`src/verilog/rx_clk_sel_pkg.sv`:
```
// constants and carrier types for the receive fifo clock selection block
package rx_clk_sel_pkg;
    // register byte offsets
    localparam logic [7:0] CTRL_OFS = 8'h00;
    localparam logic [7:0] STATUS_OFS = 8'h04;
    localparam logic [7:0] PLL_CFG_OFS = 8'h08;
    localparam logic [7:0] FOUT_OFS = 8'h0c;
    // control fields
    localparam int CTRL_MODE_LSB = 0;
    localparam int CTRL_BYTE_SER = 3;
    localparam int CTRL_USER_RD = 4;
    localparam int CTRL_REUSE = 5;
    localparam int CTRL_PFD_PD = 6;
    localparam int CTRL_BOND_REQ = 7;
    localparam int CTRL_BW_LSB = 8;
    localparam int CTRL_MULT_RX_LSB = 10;
    localparam logic [31:0] CTRL_RESET = 32'h0000_0000;
    localparam logic [31:0] CTRL_MASK = 32'h0000_0fff;
    // status fields
    localparam int STAT_LOCK = 0;
    localparam int STAT_MISMATCH = 1;
    localparam int STAT_REFUSED = 2;
    localparam int STAT_BUSY = 3;
    // pll reuse config fields: rate in Mbps low half, width high half
    localparam int CFG_RATE_LSB = 0;
    localparam int CFG_WIDTH_LSB = 16;
    localparam logic [31:0] PLL_CFG_RESET = 32'h0000_0000;
    // channel configuration codes
    localparam logic [2:0] MODE_NB_RM = 3'h0;
    localparam logic [2:0] MODE_NB_NORM = 3'h1;
    localparam logic [2:0] MODE_X4 = 3'h2;
    localparam logic [2:0] MODE_X8 = 3'h3;
    localparam logic [2:0] MODE_PMA_DIRECT = 3'h4;
    // channels per transceiver block
    localparam int NUM_REG_CH = 4;
    localparam int NUM_MULT_CH = 2;
    localparam int CH_TOTAL = NUM_REG_CH + NUM_MULT_CH;
    // clock rate comparison window
    localparam longint CLK_HZ = 20_000_000;
    localparam longint CMP_WINDOW_US = 50;
    localparam int CMP_WINDOW_CYCLES = int'(CLK_HZ * CMP_WINDOW_US / 1_000_000);
    localparam int CMP_TOL = 1;
    localparam logic [1:0] RESP_OKAY = 2'h0;
    localparam logic [1:0] RESP_SLVERR = 2'h2;

    typedef enum logic [1:0] {
        WR_TX_PARALLEL, WR_RECOVERED, WR_CORE_LOCAL, WR_CORE_MASTER
    } wr_src_e;
    typedef enum logic {RD_DEFAULT, RD_USER} rd_src_e;

    typedef struct packed {
        logic awvalid;
        logic [7:0] awaddr;
        logic wvalid;
        logic [31:0] wdata;
        logic [3:0] wstrb;
        logic bready;
        logic arvalid;
        logic [7:0] araddr;
        logic rready;
    } axil_req_s;

    typedef struct packed {
        logic awready;
        logic wready;
        logic bvalid;
        logic [1:0] bresp;
        logic arready;
        logic rvalid;
        logic [31:0] rdata;
        logic [1:0] rresp;
    } axil_rsp_s;

    typedef struct packed {
        wr_src_e wr_src;
        logic wr_halve;
        rd_src_e rd_src;
        logic bond_en;
        logic [CH_TOTAL-1:0] rx_own_clk;
        logic [NUM_MULT_CH-1:0] mult_pma_only;
        logic tx_from_aux_pll;
        logic fab_pll_en;
        logic fab_pll_pfd_pd;
        logic [1:0] fab_pll_bw;
    } clk_sel_s;
endpackage

```
`src/verilog/rx_clk_sel.sv`:
```
// receive fifo clock selection, pll reuse and rate check with axi4-lite registers
//
// Overview of operation
// Non-bonded, rate matcher: write clock is local tx parallel clock, halved by serializer.
// Non-bonded, no rate matcher: write clock is channel recovered clock, halved by serializer.
// Four-lane: write clock is own block first_multiplier_channel clock, halved by serializer.
// Eight-lane: write clock is master block first_multiplier_channel clock, halved likewise.
// The shared read clock driver must be 0 ppm to every write clock it serves.
// The read clock input may only come from the listed dedicated clock sources.
// Gated clocks and fabric-made clocks must never drive the fifo clock inputs.
// In PMA-direct mode every receiver channel is clocked by its own recovered clock.
// PMA-direct receivers never bond.
// A reused idle pll gives one output, settable bandwidth, pfd power-down and lock status.
// The reused pll output frequency equals data rate divided by channel width.
// A block has four regular and two multiplier channels, all PMA-direct multi-lane capable.
// A PMA-only multiplier_channel takes serial data on its refclk pins and its pll is a cdr.
// With all multiplier plls receiving, the auxiliary_transmit_pll makes all tx clocks.
// At 6.5 Gbps fabric tx logic runs on tx parallel clock shifted 315 degrees.
// With the user read clock enabled, it clocks the fifo read side instead of the default.
// Any read to write clock frequency difference corrupts fifo data; flagged only with the user read clock and an edge count gap over CMP_TOL.
`timescale 1ns/1ps
`default_nettype none
module rx_clk_sel
    import rx_clk_sel_pkg::*;
#(
    parameter int WINDOW_CYCLES = CMP_WINDOW_CYCLES
)(
    // clock and reset
    input wire logic clk,
    input wire logic rst_n,
    // register bus
    input wire axil_req_s bus_req,
    output axil_rsp_s bus_rsp,
    // monitored pins: pll lock, write clock, read clock
    input wire logic pll_lock_pin,
    input wire logic wr_clk_mon,
    input wire logic rd_clk_mon,
    // clock selection to the channels
    output clk_sel_s sel
);
    // window counter is 16 bits wide
    if (WINDOW_CYCLES < 2 || WINDOW_CYCLES > 65535)
    begin : gen_window_check
        $error("WINDOW_CYCLES out of range");
    end

    typedef struct packed {
        axil_rsp_s rsp;
        logic aw_have;
        logic [7:0] aw_addr;
        logic w_have;
        logic [31:0] w_data;
        logic [3:0] w_strb;
        logic [31:0] ctrl;
        logic [31:0] pll_cfg;
        logic mismatch;
        logic refused;
        logic [2:0][2:0] sync;
        logic [2:0] filt;
        logic [15:0] win_cnt;
        logic [15:0] wr_cnt;
        logic [15:0] rd_cnt;
        logic busy;
        logic [4:0] steps;
        logic [16:0] rem;
        logic [15:0] quo;
        logic [15:0] fout;
        clk_sel_s sel;
    } state_s;

    state_s q;
    state_s next_q;

    wire logic [2:0] mode = q.ctrl[CTRL_MODE_LSB +: 3];
    wire logic [7:0] width = q.pll_cfg[CFG_WIDTH_LSB +: 8];

    always_comb
    begin
        logic [31:0] wval;
        logic [31:0] cur;
        logic [16:0] trial;
        logic [15:0] diff;
        logic wmapped;
        logic mis_set;
        wval = '0;
        cur = '0;
        trial = '0;
        diff = '0;
        wmapped = 1'b0;
        mis_set = 1'b0;
        next_q = q;

        // pin inputs through three stages, change taken when 2nd and 3rd agree
        next_q.sync[0] = {q.sync[0][1:0], pll_lock_pin};
        next_q.sync[1] = {q.sync[1][1:0], wr_clk_mon};
        next_q.sync[2] = {q.sync[2][1:0], rd_clk_mon};
        for (int i = 0; i < 3; i++)
        begin
            if (q.sync[i][1] == q.sync[i][2])
                next_q.filt[i] = q.sync[i][2];
        end

        // rate comparison over a fixed window
        if (next_q.filt[1] && !q.filt[1])
            next_q.wr_cnt = q.wr_cnt + 16'h0001;
        if (next_q.filt[2] && !q.filt[2])
            next_q.rd_cnt = q.rd_cnt + 16'h0001;
        if (q.win_cnt == 16'(WINDOW_CYCLES - 1))
        begin
            diff = (q.wr_cnt > q.rd_cnt) ? q.wr_cnt - q.rd_cnt : q.rd_cnt - q.wr_cnt;
            if (q.sel.rd_src == RD_USER && diff > 16'(CMP_TOL))
            begin
                next_q.mismatch = 1'b1;
                mis_set = 1'b1;
            end
            next_q.win_cnt = '0;
            next_q.wr_cnt = '0;
            next_q.rd_cnt = '0;
        end
        else
        begin
            next_q.win_cnt = q.win_cnt + 16'h0001;
        end

        // output frequency = rate / width by restoring division
        if (q.busy)
        begin
            trial = {q.rem[15:0], q.quo[15]};
            if (trial >= {9'h000, width})
            begin
                next_q.rem = trial - {9'h000, width};
                next_q.quo = {q.quo[14:0], 1'b1};
            end
            else
            begin
                next_q.rem = trial;
                next_q.quo = {q.quo[14:0], 1'b0};
            end
            next_q.steps = q.steps - 5'h01;
            if (q.steps == 5'h01)
            begin
                next_q.busy = 1'b0;
                next_q.fout = next_q.quo;
            end
        end

        // write channel: address and data taken in either order
        if (bus_req.awvalid && q.rsp.awready)
        begin
            next_q.aw_have = 1'b1;
            next_q.aw_addr = bus_req.awaddr;
            next_q.rsp.awready = 1'b0;
        end
        if (bus_req.wvalid && q.rsp.wready)
        begin
            next_q.w_have = 1'b1;
            next_q.w_data = bus_req.wdata;
            next_q.w_strb = bus_req.wstrb;
            next_q.rsp.wready = 1'b0;
        end
        if (q.aw_have && q.w_have)
        begin
            case (q.aw_addr)
                CTRL_OFS: cur = q.ctrl;
                STATUS_OFS: cur = '0;
                PLL_CFG_OFS: cur = q.pll_cfg;
                default: cur = '0;
            endcase
            for (int b = 0; b < 4; b++)
                wval[8*b +: 8] = q.w_strb[b] ? q.w_data[8*b +: 8] : cur[8*b +: 8];
            wmapped = 1'b1;
            case (q.aw_addr)
                CTRL_OFS:
                begin
                    next_q.ctrl = wval & CTRL_MASK;
                    if (wval[CTRL_MODE_LSB +: 3] == MODE_PMA_DIRECT && wval[CTRL_BOND_REQ])
                        next_q.refused = 1'b1;
                end
                STATUS_OFS:
                begin
                    // a set in the same cycle wins over the clear
                    if (wval[STAT_MISMATCH] && !mis_set)
                        next_q.mismatch = 1'b0;
                    if (wval[STAT_REFUSED])
                        next_q.refused = 1'b0;
                end
                PLL_CFG_OFS:
                begin
                    next_q.pll_cfg = wval;
                    next_q.busy = 1'b1;
                    next_q.steps = 5'h10;
                    next_q.rem = '0;
                    next_q.quo = wval[CFG_RATE_LSB +: 16];
                    if (wval[CFG_WIDTH_LSB +: 8] == 8'h00)
                    begin
                        next_q.busy = 1'b0;
                        next_q.fout = '0;
                    end
                end
                default: wmapped = 1'b0;
            endcase
            next_q.aw_have = 1'b0;
            next_q.w_have = 1'b0;
            next_q.rsp.bvalid = 1'b1;
            next_q.rsp.bresp = wmapped ? RESP_OKAY : RESP_SLVERR;
        end
        if (q.rsp.bvalid && bus_req.bready)
        begin
            next_q.rsp.bvalid = 1'b0;
            next_q.rsp.awready = 1'b1;
            next_q.rsp.wready = 1'b1;
        end

        // read channel
        if (bus_req.arvalid && q.rsp.arready)
        begin
            next_q.rsp.arready = 1'b0;
            next_q.rsp.rvalid = 1'b1;
            next_q.rsp.rresp = RESP_OKAY;
            case (bus_req.araddr)
                CTRL_OFS: next_q.rsp.rdata = q.ctrl;
                STATUS_OFS: next_q.rsp.rdata = {28'h0000000, q.busy, q.refused, q.mismatch,
                    q.filt[0]};
                PLL_CFG_OFS: next_q.rsp.rdata = q.pll_cfg;
                FOUT_OFS: next_q.rsp.rdata = {16'h0000, q.fout};
                default:
                begin
                    next_q.rsp.rdata = '0;
                    next_q.rsp.rresp = RESP_SLVERR;
                end
            endcase
        end
        if (q.rsp.rvalid && bus_req.rready)
        begin
            next_q.rsp.rvalid = 1'b0;
            next_q.rsp.arready = 1'b1;
        end

        // clock selection from the configuration
        case (mode)
            MODE_NB_RM: next_q.sel.wr_src = WR_TX_PARALLEL;
            MODE_X4: next_q.sel.wr_src = WR_CORE_LOCAL;
            MODE_X8: next_q.sel.wr_src = WR_CORE_MASTER;
            default: next_q.sel.wr_src = WR_RECOVERED;
        endcase
        next_q.sel.wr_halve = q.ctrl[CTRL_BYTE_SER] && mode != MODE_PMA_DIRECT;
        next_q.sel.rd_src = q.ctrl[CTRL_USER_RD] ? RD_USER : RD_DEFAULT;
        next_q.sel.bond_en = mode == MODE_X4 || mode == MODE_X8;
        for (int c = 0; c < CH_TOTAL; c++)
        begin
            if (c < NUM_REG_CH)
                next_q.sel.rx_own_clk[c] = mode == MODE_PMA_DIRECT;
            else
                next_q.sel.rx_own_clk[c] = mode == MODE_PMA_DIRECT
                    && q.ctrl[CTRL_MULT_RX_LSB + c - NUM_REG_CH];
        end
        next_q.sel.mult_pma_only = (mode == MODE_PMA_DIRECT)
            ? q.ctrl[CTRL_MULT_RX_LSB +: NUM_MULT_CH] : '0;
        next_q.sel.tx_from_aux_pll = mode == MODE_PMA_DIRECT
            && (&q.ctrl[CTRL_MULT_RX_LSB +: NUM_MULT_CH]);
        next_q.sel.fab_pll_en = q.ctrl[CTRL_REUSE];
        next_q.sel.fab_pll_pfd_pd = q.ctrl[CTRL_REUSE] && q.ctrl[CTRL_PFD_PD];
        next_q.sel.fab_pll_bw = q.ctrl[CTRL_BW_LSB +: 2];
    end

    always_ff @(posedge clk)
    begin
        if (!rst_n)
        begin
            q <= '0;
            q.rsp.awready <= 1'b1;
            q.rsp.wready <= 1'b1;
            q.rsp.arready <= 1'b1;
        end
        else
        begin
            q <= next_q;
        end
    end

    assign bus_rsp = q.rsp;
    assign sel = q.sel;
endmodule // rx_clk_sel
`default_nettype wire

```
`config.mk`:
```
export PLATFORM = sky130hd
export DESIGN_NAME = rx_clk_sel
export DESIGN_NICKNAME = d
export VERILOG_FILES = /design/src/verilog/rx_clk_sel_pkg.sv /design/src/verilog/rx_clk_sel.sv
export SDC_FILE = /design/constraint.sdc
export NUM_CORES = 1
export LEC_CHECK = 0
export BUFFER_PORTS_ARGS = -buffer_cell sky130_fd_sc_hd__buf_4
export CORE_ASPECT_RATIO = 0.6
export CORE_MARGIN = 3
export CORE_UTILIZATION = 40
export DETAILED_ROUTE_END_ITERATION = 10
export PLACE_DENSITY = 0.64
export SYNTH_ARGS = -nofsm -noshare
export SYNTH_HDL_FRONTEND = slang
export SYNTH_SLANG_ARGS = --single-unit
```
`constraint.sdc`:
```
create_clock -name clk -period 4.54 [get_ports clk]
set_clock_uncertainty 0.2 [all_clocks]
set_input_delay 0.227 -clock clk [delete_from_list [all_inputs] [get_ports clk]]
set_output_delay 0.227 -clock clk [all_outputs]
set_load 0.02 [all_outputs]
```
==> results.txt, run 1 <==
Slew @ Worst Pin: 1.04 ns
max-capacitance violation count: 0
IO Count: 121
VDD IR max: 0.221 mV
CTS tree: yes
Worst EP arrival: 3.64 ns
fin crit share: 75.4%
hold slack: 0.0754 ns
r2r startpoint: q[80]
Die H: 147 um
vias in the first global route: 10200
gate count of the mapped netlist: 1575
CP Capture Type: flop
drc violations: 0
Clock transition at path regs: 0.06 ns
Via density: 5.17
grt ovf: 0
TritonCTS buffer count: 26
fmax: 292 MHz
FFs w/ async S/R, synth: 0%
TritonRoute pass-1 iters: 5
P&R area growth vs syn: 16.4%
Crit-path slowest cell: ha_1
GRT Total Usage: 19.0%
Slew Viols, Final: 0
HP Class: in2reg
dominant cell by count in the synthesized netlist: dfxtp_1
final setup violation count: 0
share of the synthesized area in the top cell type: 39.5%
Root Driver: clkbuf_16
largest net degree at the start of global routing: 84
ANT nets after route: 0
FF-to-FF path depth: 10
Power per Cell Area: 320 nW/um^2
Final GP Congestion: 0.869
Ys Warns: 0
hold path depth: 2
Clk Latency, worst-skew pair: 0.54 ns
FP Rows: 50
Post-Syn Area: 13200 sq um
Area contributors post-synth: dfxtp_1 40%, nand2_1 7.4%, a21boi_0 4.6%
largest area contributor in the netlist: dfxtp_1
register bit count reported by yosys: 260
Synth cell types: 77
clk sinks: 260
Initial Util: 41.5%
CP startpoint: q[80]
Avg Cell Area, Syn: 8.37 sq um
Routed WL: 33500 um
Synth Flop Type: dfxtp_1
die area: 35200 sq um
Post-CTS Setup Bufs: 0
PostCTS Resize Cnt: 0
worst rel slew slack: 30.2%
final-report hold violation count: 0
Seq/Total Area, Yosys: 39.5%
Post-synth EDFFs: 0
leak pwr: 5.73 nW
layout cells sized above 1: 12.5%
count of buffers from port buffering: 118
hpwl dp: 24100 um
maximum fanout along the worst path: 14
DR vias: 10800
startpoint of the worst hold path: rst_n
WL/cell: 16.1 um
RSZ-0062 raised after global routing: no
CTS Hold Buffers Added: 58
global-route wire length before repair: 54800 um
Startpoint Class: flop
H-tree depth: 1
crit-path max cell delay: 0.59 ns
drt initial violations: 849
die width: 240 um
Final Core Density: 48.2%
critical path class: reg2reg
WP data required: 4.76 ns
Setup TNS: 0 ns
Max clock buf depth: 3
top cells by count, synth: 260 x dfxtp_1, 259 x nand2_1, 90 x nor2_1
Most Frequent Cell on Critical Path: a21oi_1
crit-path cells: inv_1 -> ha_1 -> nand4_1 -> a21oi_1 -> o21ai_1 -> a21oi_2 -> mux2_1 -> or3_1 -> a21oi_1 -> a31oi_1
nets@finish: 1758
status: finished clean
Period minus WS final: 3.43 ns
total core area: 31800 sq um
initial antenna violation count: 0
per-layer routing:
metal / global-route usage [%] / vias up / part of all wire [%]
li1: - / 5452 / -
met1: 30.0 / 4996 / 54
met2: 26.5 / 284 / 38
met3: 3.51 / 38 / 6.2
met4: 3.45 / 0 / 1.5
met5: 0 / - / 0
report_power, final:
part           internal (mW)  switching (mW)  leakage (nW)
clock                   1.36           0.905         0.443
sequential              2.32          0.0342          2.10
combinational          0.135           0.150          3.19
total                   3.81            1.09          5.73
kinds of logic (layout without fill, tap and decap cells):
kind of cell	Yosys count	count (layout)	share of synthesized area, %
AND/OR/NAND/NOR	591	591	21.6
XOR/XNOR	68	68	4.52
AO/OA/AOI/OAI	353	353	17.3
other	1	3	0.0285
multiplexers	52	52	4.48
flip-flops	260	260	39.5
buffers and inverters	203	295	7.99
adder cells (fa/ha/maj)	47	47	4.63
critical path, delay by kind of cell, from the launching register on:
kind	cells	cell delay [ns]
buffers and inverters	1	0.08
DFF	1	0.36
muxes	1	0.39
and+or+nand+nor	2	0.57
adders and majority gates	1	0.59
AOI/OAI and AO/OA	5	1.12
flip-flops by register name, summed over array words and instances, names as in the netlist:
register / cells
q: 194
bus_rsp: 39
mode: 3
next_q: 9
sel: 15
stage by stage:
stage | setup slack (ns) | cells | power (mW) | area, sq um
global placement | 1.17 | 1979 | 2.64 | 13800
finish | 1.12 | 2085 | 4.90 | 15300
global route | 0.823 | 2084 | 5.09 | 15300
floorplan | 1.83 | 1576 | 2.55 | 13200
CTS | 1.13 | 2084 | 4.96 | 15300
detailed placement | 1.17 | 1979 | 2.64 | 13800
path summary, 6_finish.rpt:
kind	slack, ns	endpoint
setup / recovery	1.12	q[134]
hold / removal	0.08	q[34]
setup reg to reg	1.12	q[134]
hold reg to reg	0.24	next_q[129]
layout make-up:
type,count,area (sq um)
Fill cell,3073,16400
Multi-Input combinational cell,1113,6920
Sequential cell,260,5210
Timing Repair Buffer,187,1550
Clock buffer,40,785
Tap cell,416,520
Inverter,61,229
Clock inverter,7,118
Antenna cell,1,2.50
placed cells by master, fill, tap and decap left out, types with 9 or more instances in the layout:
master,Yosys,final
nand4_1,13,13
nor3_1,30,30
mux2i_1,35,35
mux2_2,9,9
o21ai_1,11,11
dfxtp_1,260,259
o21ai_0,73,73
nand2_1,259,259
buf_4,64,129
a21boi_0,80,80
nor2_1,90,90
clkbuf_16,0,27
and3_1,12,12
o21a_1,9,9
a22oi_1,40,40
nand3_1,52,52
dlygate4sd3_1,0,58
ha_1,44,44
xnor2_1,48,48
nor2b_1,30,30
xor2_1,20,20
and2_1,53,53
inv_1,60,60
a21oi_1,84,84
Power figures use the tool's default switching activity.
==> run 2, diff against run 1 <==
ABC_AREA = 1   (was unset)
PLACE_DENSITY = 0.67   (was 0.64)
clock period = 3 ns   (was 4.54 ns; I/O delays follow)
==> results.txt, run 2 <==
pre-CTS setup slack: 0.258 ns
status: finished clean
die area: 35300 sq um
vias in the first global route: 11500
top cells by count, synth: 366 x nand2_1, 260 x dfxtp_1, 237 x inv_1
CP Capture Type: flop
total core area: 31800 sq um
Clock transition at path regs: 0.07 ns
GRT Total Usage: 21.1%
IO Count: 121
Via density: 5.20
dominant cell by count in the synthesized netlist: nand2_1
RSZ-0062 raised after global routing: no
share of the synthesized area in the top cell type: 39.4%
commonest non-fill, non-tap cell in the layout: nand2_1
largest net degree at the start of global routing: 81
fin crit share: 91.3%
final-report hold violation count: 0
Initial Util: 41.5%
WL/cell: 16.0 um
Clock Power Share: 45.1%
Int Power: 5.76 mW
gate count of the mapped netlist: 1882
Clk Latency, worst-skew pair: 0.54 ns
Post-synth EDFFs: 0
clk sinks: 260
Die H: 147 um
Avg Cell Area, Syn: 7.02 sq um
Largest register FFs: 194
FP Rows: 50
Seq/Total Area, Yosys: 39.4%
CTS tree: yes
HP Class: in2reg
initial antenna violation count: 0
Synth Flop Type: dfxtp_1
layout cells sized above 1: 11.4%
combinational power share: 7.3%
area of the multi-input gates: 6380 sq um
count of buffers from port buffering: 118
final setup violation count: 0
hold slack: 0.0199 ns
Worst EP arrival: 2.92 ns
TritonCTS buffer count: 26
maximum fanout along the worst path: 7
most frequent cells in the layout: 366 x nand2_1, 259 x dfxtp_1, 237 x inv_1, 202 x nor2_1, 187 x o21ai_0
Design Area, Final: 15500 sq um
Reg area: 5210 sq um
ANT nets after route: 0
grt ovf: 0
drt initial violations: 1195
largest area contributor in the netlist: dfxtp_1
drc violations: 0
FFs w/ async S/R, synth: 0%
Final GP Congestion: 0.930
Ys Warns: 0
P&R area growth vs syn: 17.5%
Startpoint Class: flop
Slew @ Worst Pin: 1.14 ns
Period minus WS final: 2.74 ns
Placed Area: 14100 sq um
max-capacitance violation count: 0
WP data required: 3.18 ns
VDD IR max: 0.380 mV
Fillers: 3128
Max clock buf depth: 3
TritonRoute pass-1 iters: 8
Switching Power: 1.77 mW
fmax: 365 MHz
global-route wire length before repair: 60300 um
Routed WL: 38600 um
worst rel slew slack: 23.6%
Synth cell types: 53
H-tree depth: 1
nets@finish: 2090
leak pwr: 6.81 nW
worst setup margin: 0.261 ns
register bit count reported by yosys: 260
Root Driver: clkbuf_16
Post-Syn Area: 13200 sq um
switching part of the total: 23.5%
Area contributors post-synth: dfxtp_1 39%, nand2_1 10%, o21ai_0 7.1%
most flop-heavy register: q
Slew Viols, Final: 0
# diodes: 0
share of power burned in registers: 47.6%
hpwl dp: 28300 um
die width: 241 um
Power per Cell Area: 484 nW/um^2
Setup TNS: 0 ns
critical path class: reg2reg
DR vias: 12600
==> run 2: cell types whose count changed after synthesis, moves of 28 or more <==
cell,before,now
nor2b_1,30,0
nand2_1,259,366
nand3_1,52,80
nor2_1,90,202
and2_1,53,2
a22oi_1,40,5
mux2i_1,35,1
xnor2_1,48,4
a21oi_1,84,145
o21ai_0,73,187
a21boi_0,80,1
inv_1,60,237
==> run 2: area by class of cell <==
type | count | area share [%]
Multi-Input combinational cell | 1252 | 41.1
Sequential cell | 260 | 33.5
Timing Repair Buffer | 197 | 10.5
Inverter | 244 | 5.90
Clock buffer | 37 | 4.85
Tap cell | 416 | 3.35
Clock inverter | 8 | 0.805
==> run 2: final timing paths <==
check | from | to | slack (ns) | cells after the start
worst max-delay path | q[78] | q[134] | 0.26 | 15
worst min-delay path | bus_req[9] | bus_rsp[14] | 0.02 | 5
worst max register to register | q[78] | q[134] | 0.26 | 15
worst min register to register | next_q[131] | next_q[132] | 0.22 | 2
==> run 2: layer usage <==
layer / vias to the layer above / wire length (um) / global-route usage [%]
met5: - / 0 / 0
met2: 470 / 15000 / 29.2
met4: 0 / 878 / 5.13
met1: 5760 / 19300 / 32.5
li1: 6270 / - / -
met3: 58 / 3400 / 5.07
==> run 2: power by group through the flow <==
stage	Combinational [mW]	Clock, mW	Sequential, mW
final	0.547	3.39	3.58
after global routing	0.604	3.62	3.59
after CTS	0.542	3.46	3.58
after detailed placement	0.480	0	3.66
after global placement	0.472	0	3.66
after floorplan	0.315	0	3.64
==> run 2: worst max-delay path: stages (launching register included) <==
cell	delay (ns)
dfxtp_1	0.42
inv_1	0.11
ha_1	0.45
nand2_1	0.15
nor2_1	0.23
nand2_1	0.10
nand2_1	0.14
nand2_1	0.09
nand3_1	0.10
nand2_1	0.06
nor2_1	0.12
nand2_1	0.07
a21oi_1	0.14
nand3_1	0.09
nand2_1	0.06
a21oi_1	0.05
==> run 2: cells by family after synthesis <==
kind of cell / share of synthesized area, %
fa+ha+maj: 4.62
simple gates: 25.3
xor+xnor: 1.19
flops: 39.4
buf+inv: 12.5
compound gates: 17.0
mux: 0.0757
other cells: 0.0284
==> run 2: per-stage QoR <==
| stage | total power [mW] | util [%] | instances |
|---|---|---|---|
| 6_report | 7.52 | 48.8 | 2414 |
| 5_1_grt | 7.81 | 48.8 | 2414 |
| 4_1_cts | 7.58 | 48.7 | 2414 |
| 3_5_place_dp | 4.14 | 44.2 | 2313 |
| 3_3_place_gp | 4.13 | 44.2 | 2313 |
| 2_1_floorplan | 3.95 | - | 1883 |
==> run 2: what timing repair did <==
item / CTS / global route
setup buffers: 0 / 0
hold endpoints to repair: 89 / 0
gates resized for setup: 0 / 6
hold buffers: 56 / 0
setup endpoints to repair: 0 / 1
